[src/logic/dtp_consts.vh]
// constants for the debug and trace port
`ifndef DTP_CONSTS_VH
`define DTP_CONSTS_VH

// scan controller state codes
`define DTP_TAP_RESET     4'hF
`define DTP_TAP_IDLE      4'hC
`define DTP_TAP_SEL_DR    4'h7
`define DTP_TAP_CAP_DR    4'h6
`define DTP_TAP_SHIFT_DR  4'h2
`define DTP_TAP_EXIT1_DR  4'h1
`define DTP_TAP_PAUSE_DR  4'h3
`define DTP_TAP_EXIT2_DR  4'h0
`define DTP_TAP_UPD_DR    4'h5
`define DTP_TAP_SEL_IR    4'h4
`define DTP_TAP_CAP_IR    4'hE
`define DTP_TAP_SHIFT_IR  4'hA
`define DTP_TAP_EXIT1_IR  4'h9
`define DTP_TAP_PAUSE_IR  4'hB
`define DTP_TAP_EXIT2_IR  4'h8
`define DTP_TAP_UPD_IR    4'hD

// instruction register
`define DTP_IR_W          4
`define DTP_IR_CAPTURE    4'h1
`define DTP_IR_BYPASS     4'hF
`define DTP_IR_STATUS     4'h2

// processor status codes
`define DTP_PST_HALT      4'hF
`define DTP_PST_START_C   4'hC
`define DTP_PST_START_D   4'hD

// serial debug word
`define DTP_SER_W         8
`define DTP_SER_LAST      3'h7

// trace clock: one status period spans four reference cycles
`define DTP_TRC_PH_W      2
`define DTP_TRC_PH_LOAD   2'h0
`define DTP_TRC_PH_MID    2'h2

`endif

[src/logic/dtp_debug_port.v]
// debug and trace port: scan port, serial debug port, trace outputs
`timescale 1ns/1ns
`include "dtp_consts.vh"

// Contract
// - strap sampled during reset picks scan port or serial debug
// - low test reset clears scan logic asynchronously
// - mode select sampled on test clock rise advances scan controller
// - test data in sampled on test clock rise
// - test data out driven only in Shift-IR and Shift-DR
// - test data out changes only on test clock fall
// - serial output is registered, changes after clock validated high
// - breakpoint request halts core after current instruction
// - while halted, status and debug data outputs show 0xF
// - with breakpoint disable set, request raises debug interrupt
// - status clock rises mid-way through valid status data
// - trace quiesce holds status clock low and freezes data; clearing resumes
// - status clock starts at first status of 0xC, 0xD or 0xF
// - status outputs synchronous to clock, independent of bus
// - all-status output is AND of four status bits
// - debug data outputs show captured data and breakpoint status
module dtp_debug_port (
	// clock and reset
	input  wire       ref_clk_i,
	input  wire       srst_i,
	// mode strap
	input  wire       scan_mode_strap_i,
	output reg        scan_mode_o,
	// scan port pins
	input  wire       test_reset_n_i,
	input  wire       test_clock_i,
	input  wire       test_mode_sel_i,
	input  wire       test_data_in_i,
	output reg        test_data_out_o,
	output reg        test_data_out_oe_o,
	// serial debug pins
	input  wire       debug_serial_clock_i,
	input  wire       debug_serial_in_i,
	output reg        debug_serial_out_o,
	// received debug words
	output wire [7:0] dbg_rx_data_o,
	output wire       dbg_rx_valid_o,
	input  wire       dbg_rx_ready_i,
	output reg        dbg_rx_overrun_o,
	// response debug words
	input  wire [7:0] dbg_tx_data_i,
	input  wire       dbg_tx_valid_i,
	output reg        dbg_tx_ready_o,
	// breakpoint and core handshake
	input  wire       breakpoint_request_i,
	input  wire       breakpoint_disable_i,
	input  wire       core_instr_done_i,
	input  wire       core_resume_i,
	output reg        core_halt_o,
	output reg        debug_irq_o,
	// core trace sources
	input  wire [3:0] core_status_i,
	input  wire [3:0] core_ddata_i,
	input  wire       trace_quiesce_i,
	// trace pins
	output reg  [3:0] processor_status_o,
	output reg  [3:0] debug_data_out_o,
	output reg  [7:0] status_debug_data_o,
	output reg        all_status_and_o,
	output reg        status_clock_o
);
	// ********************************
	// pin synchronisers
	// ********************************
	wire [6:0] pin_lvl;
	wire       tck_lvl;
	wire       tms_lvl;
	wire       tdi_lvl;
	wire       strap_lvl;
	wire       debug_serial_clock_lvl;
	wire       dsi_lvl;
	wire       breakpoint_request_lvl;

	dtp_sync3 #(
		.W(7)
	) u_sync (
		.ref_clk_i (ref_clk_i),
		.srst_i    (srst_i),
		.pin_i     ({breakpoint_request_i, debug_serial_in_i,
			debug_serial_clock_i, scan_mode_strap_i,
			test_data_in_i, test_mode_sel_i, test_clock_i}),
		.level_o   (pin_lvl)
	);

	assign tck_lvl   = pin_lvl[0];
	assign tms_lvl   = pin_lvl[1];
	assign tdi_lvl   = pin_lvl[2];
	assign strap_lvl = pin_lvl[3];
	assign debug_serial_clock_lvl = pin_lvl[4];
	assign dsi_lvl   = pin_lvl[5];
	assign breakpoint_request_lvl  = pin_lvl[6];

	// ********************************
	// mode strap
	// ********************************
	// strap caught while reset held
	always @(posedge ref_clk_i) begin
		if (srst_i) begin
			scan_mode_o <= strap_lvl;
		end
	end

	// ********************************
	// scan controller
	// ********************************
	function [3:0] tap_next;
		input [3:0] st;
		input       tms;
		begin
			case (st)
			`DTP_TAP_RESET:    tap_next = tms ? `DTP_TAP_RESET
				: `DTP_TAP_IDLE;
			`DTP_TAP_IDLE:     tap_next = tms ? `DTP_TAP_SEL_DR
				: `DTP_TAP_IDLE;
			`DTP_TAP_SEL_DR:   tap_next = tms ? `DTP_TAP_SEL_IR
				: `DTP_TAP_CAP_DR;
			`DTP_TAP_CAP_DR:   tap_next = tms ? `DTP_TAP_EXIT1_DR
				: `DTP_TAP_SHIFT_DR;
			`DTP_TAP_SHIFT_DR: tap_next = tms ? `DTP_TAP_EXIT1_DR
				: `DTP_TAP_SHIFT_DR;
			`DTP_TAP_EXIT1_DR: tap_next = tms ? `DTP_TAP_UPD_DR
				: `DTP_TAP_PAUSE_DR;
			`DTP_TAP_PAUSE_DR: tap_next = tms ? `DTP_TAP_EXIT2_DR
				: `DTP_TAP_PAUSE_DR;
			`DTP_TAP_EXIT2_DR: tap_next = tms ? `DTP_TAP_UPD_DR
				: `DTP_TAP_SHIFT_DR;
			`DTP_TAP_UPD_DR:   tap_next = tms ? `DTP_TAP_SEL_DR
				: `DTP_TAP_IDLE;
			`DTP_TAP_SEL_IR:   tap_next = tms ? `DTP_TAP_RESET
				: `DTP_TAP_CAP_IR;
			`DTP_TAP_CAP_IR:   tap_next = tms ? `DTP_TAP_EXIT1_IR
				: `DTP_TAP_SHIFT_IR;
			`DTP_TAP_SHIFT_IR: tap_next = tms ? `DTP_TAP_EXIT1_IR
				: `DTP_TAP_SHIFT_IR;
			`DTP_TAP_EXIT1_IR: tap_next = tms ? `DTP_TAP_UPD_IR
				: `DTP_TAP_PAUSE_IR;
			`DTP_TAP_PAUSE_IR: tap_next = tms ? `DTP_TAP_EXIT2_IR
				: `DTP_TAP_PAUSE_IR;
			`DTP_TAP_EXIT2_IR: tap_next = tms ? `DTP_TAP_UPD_IR
				: `DTP_TAP_SHIFT_IR;
			`DTP_TAP_UPD_IR:   tap_next = tms ? `DTP_TAP_SEL_DR
				: `DTP_TAP_IDLE;
			default:           tap_next = `DTP_TAP_RESET;
			endcase
		end
	endfunction

	reg  [3:0] tap_reg;
	reg  [3:0] ir_reg;
	reg  [3:0] ir_sh_reg;
	reg  [3:0] dr_sh_reg;
	reg        bypass_reg;
	reg        tck_prev_reg;
	wire       tck_rise;
	wire       tck_fall;
	wire       tap_hold;
	wire       dr_out;

	assign tck_rise = tck_lvl & ~tck_prev_reg;
	assign tck_fall = ~tck_lvl & tck_prev_reg;
	// scan logic parked while strap selects serial debug
	assign tap_hold = srst_i | ~scan_mode_o;
	assign dr_out   = (ir_reg == `DTP_IR_STATUS) ? dr_sh_reg[0] : bypass_reg;

	always @(posedge ref_clk_i or negedge test_reset_n_i) begin
		if (!test_reset_n_i) begin
			tap_reg            <= `DTP_TAP_RESET;
			ir_reg             <= `DTP_IR_BYPASS;
			ir_sh_reg          <= 4'h0;
			dr_sh_reg          <= 4'h0;
			bypass_reg         <= 1'b0;
			tck_prev_reg       <= 1'b0;
			test_data_out_o    <= 1'b0;
			test_data_out_oe_o <= 1'b0;
		end else if (tap_hold) begin
			tap_reg            <= `DTP_TAP_RESET;
			ir_reg             <= `DTP_IR_BYPASS;
			tck_prev_reg       <= tck_lvl;
			test_data_out_o    <= 1'b0;
			test_data_out_oe_o <= 1'b0;
		end else begin
			tck_prev_reg <= tck_lvl;
			if (tck_rise) begin
				tap_reg <= tap_next(tap_reg, tms_lvl);
				// data in taken on rising edge
				case (tap_reg)
				`DTP_TAP_RESET:    ir_reg <= `DTP_IR_BYPASS;
				`DTP_TAP_CAP_IR:   ir_sh_reg <= `DTP_IR_CAPTURE;
				`DTP_TAP_SHIFT_IR: ir_sh_reg <= {tdi_lvl, ir_sh_reg[3:1]};
				`DTP_TAP_UPD_IR:   ir_reg <= ir_sh_reg;
				`DTP_TAP_CAP_DR: begin
					bypass_reg <= 1'b0;
					dr_sh_reg  <= {core_halt_o, breakpoint_disable_i,
						trace_quiesce_i, scan_mode_o};
				end
				`DTP_TAP_SHIFT_DR: begin
					bypass_reg <= tdi_lvl;
					dr_sh_reg  <= {tdi_lvl, dr_sh_reg[3:1]};
				end
				default: begin
					bypass_reg <= bypass_reg;
				end
				endcase
			end
			// output moves on falling edge only
			if (tck_fall) begin
				test_data_out_oe_o <= (tap_reg == `DTP_TAP_SHIFT_IR) ||
					(tap_reg == `DTP_TAP_SHIFT_DR);
				test_data_out_o    <= (tap_reg == `DTP_TAP_SHIFT_IR) ?
					ir_sh_reg[0] : dr_out;
			end
		end
	end

	// ********************************
	// serial debug port
	// ********************************
	reg  [7:0] rx_sh_reg;
	reg  [7:0] tx_sh_reg;
	reg  [7:0] tx_hold_reg;
	reg  [7:0] rx_hold_reg;
	reg        rx_hold_v_reg;
	reg  [2:0] bit_cnt_reg;
	reg        debug_serial_clock_prev_reg;
	wire       debug_serial_clock_rise;
	wire       word_done;
	wire       buf_in_ready;
	wire       ser_hold;

	// serial port idle while strap selects scan port
	assign ser_hold   = srst_i | scan_mode_o;
	// host keeps clock slow enough for this detector
	assign debug_serial_clock_rise = debug_serial_clock_lvl & ~debug_serial_clock_prev_reg;
	assign word_done  = debug_serial_clock_rise & (bit_cnt_reg == `DTP_SER_LAST);

	always @(posedge ref_clk_i) begin
		if (ser_hold) begin
			rx_sh_reg          <= 8'h00;
			tx_sh_reg          <= 8'h00;
			tx_hold_reg        <= 8'h00;
			rx_hold_reg        <= 8'h00;
			rx_hold_v_reg      <= 1'b0;
			bit_cnt_reg        <= 3'h0;
			debug_serial_clock_prev_reg     <= 1'b0;
			debug_serial_out_o <= 1'b0;
			dbg_tx_ready_o     <= 1'b1;
			dbg_rx_overrun_o   <= 1'b0;
		end else begin
			debug_serial_clock_prev_reg <= debug_serial_clock_lvl;
			if (dbg_tx_valid_i && dbg_tx_ready_o) begin
				tx_hold_reg    <= dbg_tx_data_i;
				dbg_tx_ready_o <= 1'b0;
			end
			if (debug_serial_clock_rise) begin
				rx_sh_reg          <= {rx_sh_reg[6:0], dsi_lvl};
				debug_serial_out_o <= tx_sh_reg[7];
				tx_sh_reg          <= {tx_sh_reg[6:0], 1'b0};
				bit_cnt_reg        <= bit_cnt_reg + 3'h1;
			end
			if (word_done) begin
				// idle response shifts zeros if none queued
				tx_sh_reg <= dbg_tx_ready_o ? 8'h00 : tx_hold_reg;
				if (!dbg_tx_ready_o) begin
					dbg_tx_ready_o <= 1'b1;
				end
			end
			// a word waits here while the buffer is full
			if (word_done) begin
				rx_hold_reg   <= {rx_sh_reg[6:0], dsi_lvl};
				rx_hold_v_reg <= 1'b1;
				if (rx_hold_v_reg && !buf_in_ready) begin
					dbg_rx_overrun_o <= 1'b1;
				end
			end else if (rx_hold_v_reg && buf_in_ready) begin
				rx_hold_v_reg <= 1'b0;
			end
		end
	end

	dtp_pair_buf #(
		.W(`DTP_SER_W)
	) u_rx_buf (
		.ref_clk_i   (ref_clk_i),
		.srst_i      (ser_hold),
		.in_data_i   (rx_hold_reg),
		.in_valid_i  (rx_hold_v_reg),
		.in_ready_o  (buf_in_ready),
		.out_data_o  (dbg_rx_data_o),
		.out_valid_o (dbg_rx_valid_o),
		.out_ready_i (dbg_rx_ready_i)
	);

	// ********************************
	// breakpoint
	// ********************************
	reg breakpoint_request_prev_reg;
	reg breakpoint_request_pend_reg;

	always @(posedge ref_clk_i) begin
		if (srst_i) begin
			breakpoint_request_prev_reg <= 1'b0;
			breakpoint_request_pend_reg <= 1'b0;
			core_halt_o   <= 1'b0;
			debug_irq_o   <= 1'b0;
		end else begin
			breakpoint_request_prev_reg <= breakpoint_request_lvl;
			debug_irq_o   <= 1'b0;
			// new request wins over consuming the old one
			if (breakpoint_request_lvl && !breakpoint_request_prev_reg) begin
				breakpoint_request_pend_reg <= 1'b1;
			end else if (core_instr_done_i) begin
				breakpoint_request_pend_reg <= 1'b0;
			end
			if (breakpoint_request_pend_reg && core_instr_done_i) begin
				if (breakpoint_disable_i) begin
					debug_irq_o <= 1'b1;
				end else begin
					core_halt_o <= 1'b1;
				end
			end else if (core_resume_i) begin
				core_halt_o <= 1'b0;
			end
		end
	end

	// ********************************
	// trace outputs
	// ********************************
	reg  [1:0] phase_reg;
	reg        started_reg;
	wire [3:0] pst_val;
	wire [3:0] dd_val;
	wire       trace_run;

	assign pst_val   = core_halt_o ? `DTP_PST_HALT : core_status_i;
	assign dd_val    = core_halt_o ? `DTP_PST_HALT : core_ddata_i;
	assign trace_run = started_reg & ~trace_quiesce_i;

	always @(posedge ref_clk_i) begin
		if (srst_i) begin
			phase_reg           <= `DTP_TRC_PH_LOAD;
			started_reg         <= 1'b0;
			processor_status_o  <= 4'h0;
			debug_data_out_o    <= 4'h0;
			status_debug_data_o <= 8'h00;
			all_status_and_o    <= 1'b0;
			status_clock_o      <= 1'b0;
		end else begin
			phase_reg <= phase_reg + 2'h1;
			// start at first C, D or F
			if (core_status_i == `DTP_PST_START_C ||
				core_status_i == `DTP_PST_START_D ||
				core_status_i == `DTP_PST_HALT) begin
				started_reg <= 1'b1;
			end
			// status sampled on clock, not bus
			if (trace_run && phase_reg == `DTP_TRC_PH_LOAD) begin
				processor_status_o  <= pst_val;
				debug_data_out_o    <= dd_val;
				status_debug_data_o <= {pst_val, dd_val};
				all_status_and_o    <= &pst_val;
			end
			// rise at mid-point of valid data
			if (!trace_run) begin
				status_clock_o <= 1'b0;
			end else if (phase_reg == `DTP_TRC_PH_MID) begin
				status_clock_o <= 1'b1;
			end else if (phase_reg == `DTP_TRC_PH_LOAD) begin
				status_clock_o <= 1'b0;
			end
		end
	end
endmodule

[src/logic/dtp_sync3.v]
// three-stage pin synchroniser with agreement filter
`timescale 1ns/1ns
module dtp_sync3 #(
	parameter W = 1
) (
	// clock and reset
	input  wire         ref_clk_i,
	input  wire         srst_i,
	// pins and filtered levels
	input  wire [W-1:0] pin_i,
	output reg  [W-1:0] level_o
);
	reg [W-1:0] s1_reg;
	reg [W-1:0] s2_reg;
	reg [W-1:0] s3_reg;
	integer     k;

	// first stage feeds only the second
	// stages keep running under reset so a strap is seen while it is held
	always @(posedge ref_clk_i) begin
		s1_reg <= pin_i;
		s2_reg <= s1_reg;
		s3_reg <= s2_reg;
		if (srst_i) begin
			// filter skipped in reset: pins are static then
			level_o <= s3_reg;
		end else begin
			// a level counts once two later stages agree
			for (k = 0; k < W; k = k + 1) begin
				if (s2_reg[k] == s3_reg[k]) begin
					level_o[k] <= s3_reg[k];
				end
			end
		end
	end
endmodule

[src/logic/dtp_pair_buf.v]
// two-entry buffer with valid and ready on both sides
`timescale 1ns/1ns
module dtp_pair_buf #(
	parameter W = 8
) (
	// clock and reset
	input  wire         ref_clk_i,
	input  wire         srst_i,
	// fill side
	input  wire [W-1:0] in_data_i,
	input  wire         in_valid_i,
	output wire         in_ready_o,
	// drain side
	output reg  [W-1:0] out_data_o,
	output reg          out_valid_o,
	input  wire         out_ready_i
);
	reg [W-1:0] skid_reg;
	reg         skid_v_reg;
	wire        push;

	// full when the second entry is occupied
	assign in_ready_o = ~skid_v_reg;
	assign push       = in_valid_i & ~skid_v_reg;

	always @(posedge ref_clk_i) begin
		if (srst_i) begin
			out_data_o  <= {W{1'b0}};
			out_valid_o <= 1'b0;
			skid_reg    <= {W{1'b0}};
			skid_v_reg  <= 1'b0;
		end else if (!out_valid_o || out_ready_i) begin
			if (skid_v_reg) begin
				out_data_o  <= skid_reg;
				out_valid_o <= 1'b1;
				skid_v_reg  <= 1'b0;
			end else if (push) begin
				out_data_o  <= in_data_i;
				out_valid_o <= 1'b1;
			end else begin
				out_valid_o <= 1'b0;
			end
		end else if (push) begin
			skid_reg   <= in_data_i;
			skid_v_reg <= 1'b1;
		end
	end
endmodule

[config.mk]
export PLATFORM = sky130hd
export DESIGN_NAME = dtp_debug_port
export DESIGN_NICKNAME = d
export VERILOG_FILES = /design/src/logic/dtp_debug_port.v /design/src/logic/dtp_sync3.v /design/src/logic/dtp_pair_buf.v
export VERILOG_INCLUDE_DIRS = /design/src /design/src/logic
export SDC_FILE = /design/constraint.sdc
export NUM_CORES = 1
export LEC_CHECK = 0
export BUFFER_PORTS_ARGS = -buffer_cell sky130_fd_sc_hd__buf_2
export CELL_PAD_IN_SITES_DETAIL_PLACEMENT = 0
export CELL_PAD_IN_SITES_GLOBAL_PLACEMENT = 2
export CORE_AREA = 2 2 119 121
export DETAILED_ROUTE_END_ITERATION = 7
export DIE_AREA = 0 0 121 123
export GPL_TIMING_DRIVEN = 0
export PLACE_DENSITY = 0.86
export SLEW_MARGIN = 25
export SYNTH_ARGS = -nofsm -noshare
export SYNTH_HDL_FRONTEND = slang
export SYNTH_SLANG_ARGS = --single-unit
[constraint.sdc]
create_clock -name ref_clk_i -period 2.2 [get_ports ref_clk_i]
set_input_delay 0.44 -clock ref_clk_i [delete_from_list [all_inputs] [get_ports ref_clk_i]]
set_output_delay 0.44 -clock ref_clk_i [all_outputs]
set_load 0.005 [all_outputs]
==> results.json, run 1 <==
{
  "synth_area_leaders": "dfxtp_1 40%, dfrtp_1 6.4%, edfxtp_1 5.1%",
  "fin_skew_ps": 11.6,
  "ys_seq_elements": 123,
  "drt-pass1-iter-count": 4,
  "grt_pass1_wl_um": 16000,
  "syn_to_final_growth_pct": 25.7,
  "die_w_um": 121,
  "final_layout_size_suffix_gt1_frac": 0.223,
  "drv_cap": 0,
  "dpl.hpwl_um": 6490,
  "clkTransAtPathRegs_ps": 60,
  "postLayoutCellArea_um2": 5920,
  "cts_tree": "done",
  "viasPerCell": 4.61,
  "grt_pass1_vias": 3363,
  "fin_hold_ws_ps": 119,
  "hold_class": "input pin to flip-flop",
  "leakage_nw": 2.32,
  "min_period_ps": 1870,
  "hold_viol": 0,
  "num_io_pins": 67,
  "n_antenna_cell": 0,
  "yosys_warnings": 0,
  "route.detailed.drc": 0,
  "die_h_um": 123,
  "cpPeakStageDelay_ps": 510,
  "synth_top_area_frac": 0.404,
  "critPathKind": "flip-flop to flip-flop",
  "cp_slowest_cell": "nor3b_2",
  "ys_seq_area_frac": 0.563,
  "initial_core_util": 0.346,
  "drt-initial-drc-count": 131,
  "portBuffers": 65,
  "coreArea_um2": 13600,
  "grtUsageTotal": 0.137,
  "vias": 3496,
  "syn_nets": 516,
  "rows": 43,
  "tightest_slew_ps": 629,
  "max_freq_ghz": 0.536,
  "synth_area_per_cell_um2": 9.81,
  "slew-limit-headroom": 0.581,
  "cp-start-kind": "flip-flop",
  "min_period_over_period": 0.848,
  "grt_antenna_before_repair": 0,
  "drt_wl_total_um": 9380,
  "post_cts_resized": 0,
  "setup_viol": 0,
  "critPathMaxFanout": 10,
  "tns_ps": 0,
  "cts.path.max_buffers": 2,
  "die-area_um2": 14900,
  "gp_congestion": 0.729,
  "clockRootBuffer": "clkbuf_16",
  "synth_cells": 480,
  "cp.arrival_ps": 2200,
  "critPathBufInv": 3,
  "insertion_delay_ps": 420,
  "cp_cell_sequence": "inv_1, ha_1, inv_1, nor3b_2, clkbuf_1, nor2_1, a211oi_1",
  "nNetsFinal": 601,
  "async_flop_share": 0.163,
  "yosysTopAreaCell": "dfxtp_1",
  "critPathTopFamily": "simple AND/OR/NAND/NOR gates",
  "place_area_um2": 5260,
  "mostFrequentLayoutCells": "95 x dfxtp_1, 69 x buf_2, 62 x nor2_1",
  "worst_path_most_repeated_cell": "inv_1",
  "synth_edf_count": 8,
  "synth_ff_type": "dfxtp_1",
  "grt_overflow": 0,
  "synthDistinctLibCells": 51,
  "htree_levels": 4,
  "ant_nets": 0,
  "cts_sinks": 123,
  "grt_start_max_net_pins": 21,
  "required_ps": 2540,
  "numCtsBuffers": 17,
  "avgRoutedWirePerCell_um": 12.4,
  "end_kind": "flip-flop",
  "synth.cell_area_um2": 4710,
  "final-max-slew-violation-count": 0,
  "rsz0062_at_grt": "false",
  "irDropWorstVdd_mv": 0.754,
  "power_density_nw_per_um2": 971,
  "status": "finished clean",
  "layout_commonest_cell": "dfxtp_1"
}
routing by layer:
metal	track usage	vias to the layer above	wire length, um
li1	-	1811	-
met1	0.179	1612	4640
met2	0.209	61	4220
met3	0.0351	12	327
met4	0.0734	0	188
met5	0	-	0
cell type report:
class / count / area [um2]
multi-input cells: 314 / 1840
clock buffers: 19 / 475
well taps: 180 / 225
inverters: 6 / 22.5
flip-flops and latches: 123 / 2650
plain buffers: 37 / 193
fillers: 1345 / 7690
repair buffers: 66 / 335
clock inverters: 13 / 175
Yosys cell counts, drive strengths merged (2+ instances only):
cell type	instances
o21ai	13
xor2	7
inv	6
mux2i	21
mux2	2
a21oi	39
nor4b	2
a211oi	18
dfstp	8
ha	4
nor3	5
and2	2
nor2b	6
nor2	62
dfxtp	95
a31oi	4
nor3b	2
dfrtp	12
nand3b	7
nand2	58
clkbuf	17
nand2b	26
buf	20
nand3	11
edfxtp	8
nor4	2
a311oi	7
through the flow:
step / util / setup WS [ps] / power (W) / instances
after floorplan: - / 427 / 0.00267 / 480
after global placement: 0.386 / 269 / 0.00278 / 725
after detailed placement: 0.386 / 251 / 0.00280 / 725
after CTS: 0.435 / 313 / 0.00581 / 758
after global routing: 0.435 / 31.1 / 0.00596 / 758
final: 0.435 / 334 / 0.00575 / 758
cells by family (layout without fill, tap and decap cells):
kind of cell / after synthesis / after routing / share of synthesized area
simple gates: 188 / 188 / 0.194
flops: 123 / 123 / 0.563
compound gates: 91 / 91 / 0.121
buf+inv: 43 / 141 / 0.0457
mux: 23 / 23 / 0.0502
xor+xnor: 8 / 8 / 0.0149
fa+ha+maj: 4 / 4 / 0.0106
power by group:
group / total (W) / internal, W / switching, W
Clock: 0.00300 / 0.00194 / 0.00106
Combinational: 0.000347 / 0.000142 / 0.000205
Sequential: 0.00240 / 0.00235 / 0.0000524
timing repair:
item	4_1_cts	5_1_grt
hold buffers	1	0
endpoints found under the hold margin	12	0
buffers inserted	0	0
path summary, 6_finish.rpt:
kind | from | to | slack [ps] | depth (start not counted)
setup / recovery | phase_reg[0] | all_status_and_o | 330 | 7
hold / removal | test_mode_sel_i | u_sync.s1_reg[1] | 120 | 1
setup reg to reg | phase_reg[0] | all_status_and_o | 330 | 7
hold reg to reg | u_sync.s1_reg[0] | u_sync.s2_reg[0] | 320 | 0
max in group asynchronous | test_reset_n_i | ir_reg[3] | 1340 | 2
min in group asynchronous | test_reset_n_i | dr_sh_reg[2] | 510 | 2
Note: power is estimated with default switching activity, not from simulation.
==> run 2, diff against run 1 <==
Settings changed: CORE_AREA 2 2 119 121 to 2 2 125 127, DIE_AREA 0 0 121 123 to 0 0 127 129, PLACE_DENSITY 0.86 to 0.82.
Clock period 2.2 ns to 1.6 ns, I/O delays scaled along.
==> results.json, run 2 (same netlist as run 1, synthesis figures left out) <==
{
  "cp.arrival_ps": 1860,
  "ant_nets": 0,
  "timing.rr.start": "scan_mode_o",
  "avgRoutedWirePerCell_um": 12.6,
  "status": "finished clean",
  "dpl.hpwl_um": 6800,
  "hold_class": "input pin to flip-flop",
  "hp-start": "srst_i",
  "cts_sinks": 123,
  "grtUsageTotal": 0.131,
  "grt_antenna_before_repair": 0,
  "r2r_slack_ps": 40,
  "numCtsBuffers": 17,
  "htree_levels": 4,
  "drt-pass1-iter-count": 4,
  "rows": 45,
  "clkTransAtPathRegs_ps": 60,
  "max_freq_ghz": 0.640,
  "place_inst": 733,
  "insertion_delay_ps": 410,
  "n_antenna_cell": 0,
  "min_period_ps": 1560,
  "viasPerCell": 4.61,
  "fin_skew_ps": 4.95,
  "clockRootBuffer": "clkbuf_16",
  "syn_to_final_growth_pct": 29.8,
  "portBuffers": 65,
  "die_w_um": 127,
  "setup_ws_ps": 36.4,
  "grt_pass1_wl_um": 17000,
  "cts.path.max_buffers": 2,
  "critPathTopFamily": "simple AND/OR/NAND/NOR gates",
  "final_cells": 779,
  "critPathBufInv": 0,
  "required_ps": 1890,
  "coreArea_um2": 15000,
  "mostFrequentLayoutCells": "95 x dfxtp_1, 69 x buf_2, 60 x nor2_1",
  "cpPeakStageDelay_ps": 560,
  "finalPower_w": 0.00789,
  "dp_slack_ps": -283,
  "n_fill_cell": 1488,
  "final-max-slew-violation-count": 0,
  "critPathKind": "flip-flop to flip-flop",
  "initial_core_util": 0.314,
  "drv_cap": 0,
  "vias": 3595,
  "min_period_over_period": 0.977,
  "end_kind": "flip-flop",
  "gp_congestion": 0.723,
  "grt_overflow": 0,
  "cp_slowest_cell": "or4_4",
  "drt_wl_total_um": 9810,
  "multi_input_area_um2": 1880,
  "grt_start_max_net_pins": 21,
  "cp_cell_sequence": "nand2b_4, or4_4, mux2_4",
  "final_layout_size_suffix_gt1_frac": 0.262,
  "min_to": "scan_mode_o",
  "slew-limit-headroom": 0.558,
  "drt-initial-drc-count": 140,
  "critPathMaxFanout": 6,
  "r2r_cells": 3,
  "leakage_nw": 2.44,
  "cts_tree": "done",
  "grt_pass1_vias": 3549,
  "hold_viol": 0,
  "setup_viol": 0,
  "tightest_slew_ps": 662,
  "num_io_pins": 67,
  "nNetsFinal": 614,
  "fin_hold_ws_ps": 148,
  "whs_path_depth": 1,
  "worstReg2RegEnd": "ir_sh_reg[3]",
  "irDropWorstVdd_mv": 0.744,
  "power_density_nw_per_um2": 1290,
  "fin_util": 0.408,
  "ff_latch_area_um2": 2650,
  "layout_commonest_cell": "dfxtp_1",
  "die_h_um": 129,
  "cp-start-kind": "flip-flop",
  "die-area_um2": 16400,
  "route.detailed.drc": 0
}
==> run 2: cell count changes in the layout (fill, tap and decap cells not counted), sizes merged <==
cell and change:
clkinvlp -3, dlygate4sd3 +7, inv -1, bufinv +1, clkinv +3, clkbuf -1
buf +7
==> run 2: where the power goes <==
group          internal, W  total, W  switching [W]
clock network      0.00266   0.00404        0.00139
logic             0.000239  0.000530       0.000291
registers          0.00323   0.00331      0.0000804
total              0.00613   0.00789        0.00176
==> run 2: repair_timing <==
item	4_1_cts	5_1_grt
hold endpoints to repair	19	0
pin swaps	3	2
gates cloned	0	0
hold buffers	8	0
endpoints found under the setup margin	76	36
setup buffers	9	2
resized for setup	17	17
==> run 2: worst max-delay path by stage <==
stage                            start          endpoint  slack (ps)  cells past startpoint
after detailed placement  phase_reg[0]  all_status_and_o        -280                      7
after CTS                   tap_reg[1]      ir_sh_reg[3]         -20                      4
final                      scan_mode_o      ir_sh_reg[3]          40                      3
after global placement          srst_i      ir_sh_reg[3]        -240                      6
after floorplan             tap_reg[3]      ir_sh_reg[3]        -110                      5
after global routing       scan_mode_o      ir_sh_reg[3]         -10                      3
==> run 2: metal layers <==
| layer | global-route usage | wire length (um) | part of all wire | up-vias |
|---|---|---|---|---|
| li1 | - | - | - | 1842 |
| met1 | 0.172 | 4920 | 0.50 | 1664 |
| met2 | 0.200 | 4340 | 0.44 | 77 |
| met3 | 0.0412 | 386 | 0.039 | 12 |
| met4 | 0.0556 | 154 | 0.016 | 0 |
| met5 | 0 | 0 | 0 | - |
==> run 2: layout make-up <==
type                    count  share of cell area
flip-flops and latches    123               0.434
well taps                 188              0.0385
clock inverters            13              0.0309
inverters                   6             0.00409
clock buffers              19              0.0725
repair buffers             84              0.0804
multi-input cells         314               0.308
plain buffers              32              0.0315
==> run 2: stage by stage <==
| step | cell area [um2] | setup TNS [ps] |
|---|---|---|
| detailed placement | 5280 | -13240 |
| CTS | 6080 | -23.8 |
| global route | 6110 | -18.6 |
| global placement | 5280 | -10750 |
| finish | 6110 | 0 |
| floorplan | 4720 | -106 |
==> run 2: worst register-to-register path: cells and delay by family (launching register included) <==
| kind | cells | cell delay (ps) |
|---|---|---|
| flip-flops | 1 | 480 |
| multiplexers | 1 | 310 |
| AND/OR/NAND/NOR | 2 | 660 |
==> run 3, diff against run 2 <==
Settings changed: RECOVER_POWER set to 25.
==> results.json, run 3 (same netlist as run 1, synthesis figures left out) <==
{
  "hold_class": "input pin to flip-flop",
  "final_layout_size_suffix_gt1_frac": 0.259,
  "max_freq_ghz": 0.642,
  "drt-pass1-iter-count": 4,
  "drt-initial-drc-count": 139,
  "final-max-slew-violation-count": 0,
  "critPathMaxFanout": 6,
  "slew-limit-headroom": 0.558,
  "cp_slowest_cell": "or4_4",
  "fin_skew_ps": 5.02,
  "pwr-share-clk": 0.513,
  "nNetsFinal": 614,
  "p_int_w": 0.00613,
  "p_sw_w": 0.00176,
  "n_antenna_cell": 0,
  "seq_power_share": 0.420,
  "irDropWorstVdd_mv": 0.743,
  "clockRootBuffer": "clkbuf_16",
  "setup_viol": 0,
  "required_ps": 1890,
  "place_area_um2": 5280,
  "drt_wl_total_um": 9820,
  "leakage_nw": 2.43,
  "htree_levels": 4,
  "dpl.hpwl_um": 6800,
  "postLayoutCellArea_um2": 6100,
  "layout_commonest_cell": "dfxtp_1",
  "mostFrequentLayoutCells": "95 x dfxtp_1, 67 x buf_2, 60 x nor2_1",
  "finalPower_w": 0.00788,
  "ant_nets": 0,
  "status": "finished clean",
  "coreArea_um2": 15000,
  "cp-start-kind": "flip-flop",
  "grt_pass1_wl_um": 17000,
  "power_density_nw_per_um2": 1290,
  "die_w_um": 127,
  "setup_ws_ps": 42.1,
  "cts_sinks": 123,
  "grt_antenna_before_repair": 0,
  "hold_viol": 0,
  "swShare": 0.223,
  "gp_congestion": 0.723,
  "initial_core_util": 0.314,
  "cts_tree": "done",
  "insertion_delay_ps": 410,
  "portBuffers": 65,
  "vias": 3594,
  "min_period_over_period": 0.974,
  "pwr-share-comb": 0.067,
  "numCtsBuffers": 17,
  "num_io_pins": 67,
  "clkTransAtPathRegs_ps": 60,
  "rows": 45,
  "tightest_slew_ps": 663,
  "cp.arrival_ps": 1850,
  "grt_start_max_net_pins": 21,
  "cp_cell_sequence": "nand2b_4, or4_4, mux2_4",
  "grt_pass1_vias": 3549,
  "drv_cap": 0,
  "critPathKind": "flip-flop to flip-flop",
  "dp_slack_ps": -283,
  "end_kind": "flip-flop",
  "syn_to_final_growth_pct": 29.7,
  "die_h_um": 129,
  "fin_util": 0.408,
  "route.detailed.drc": 0,
  "avgRoutedWirePerCell_um": 12.6,
  "grt_overflow": 0,
  "cpPeakStageDelay_ps": 560,
  "grtUsageTotal": 0.131,
  "die-area_um2": 16400,
  "viasPerCell": 4.61,
  "cts.path.max_buffers": 2,
  "min_period_ps": 1560
}
## run 3: changes by cell type in the layout (fill, tap and decap cells not counted), sizes merged
cell / change
clkbuf: +3
buf: -3
## run 3: power groups by stage
stage | clock (W) | combinational [W] | sequential, W
2_1_floorplan | 0 | 0.000331 | 0.00335
3_3_place_gp | 0 | 0.000476 | 0.00336
3_5_place_dp | 0 | 0.000487 | 0.00337
4_1_cts | 0.00413 | 0.000529 | 0.00331
5_1_grt | 0.00429 | 0.000597 | 0.00333
6_report | 0.00404 | 0.000529 | 0.00331
## run 3: metrics by stage
step                hold WS (ps)  instances  TNS, ps
finish                       151        779        0
global route                 135        779    -18.6
CTS                          129        778    -23.8
detailed placement           301        733   -13240
global placement             293        733   -10750
floorplan                   24.4        480     -106
## run 3: what timing repair did
action                                  4_1_cts  5_1_grt
hold buffers                                  8        0
hold endpoints to repair                     19        0
endpoints found under the setup margin       76       36
pin swaps                                     3        2
resized for setup                            17       17
setup buffers                                 9        2
## run 3: final timing paths
check / startpoint / to / slack [ps] / cells after the start
min in group asynchronous: test_reset_n_i / ir_sh_reg[2] / 430 / 2
worst min-delay path: trace_quiesce_i / status_clock_o / 150 / 2
worst max register to register: scan_mode_o / ir_sh_reg[3] / 40 / 3
worst max-delay path: scan_mode_o / ir_sh_reg[3] / 40 / 3
max in group asynchronous: test_reset_n_i / ir_reg[2] / 810 / 2
worst min register to register: u_sync.s1_reg[5] / u_sync.s2_reg[5] / 320 / 0
## run 3: cell type report
type | instances | area [um2]
inverters | 6 | 25.0
multi-input cells | 314 | 1880
plain buffers | 32 | 185
flip-flops and latches | 123 | 2650
repair buffers | 84 | 490
clock inverters | 13 | 189
clock buffers | 19 | 443
well taps | 188 | 235
fillers | 1490 | 8870
## run 3: worst max-delay path: cells and delay by family, from the launching register on
kind | cells | cell delay (ps)
DFF | 1 | 480
muxes | 1 | 310
and+or+nand+nor | 2 | 650
## run 3: per-layer routing
metal / global-route usage / part of all wire / vias up
met1: 0.172 / 0.50 / 1658
li1: - / - / 1843
met4: 0.0556 / 0.017 / 0
met2: 0.200 / 0.44 / 79
met5: 0 / 0 / -
met3: 0.0412 / 0.038 / 14
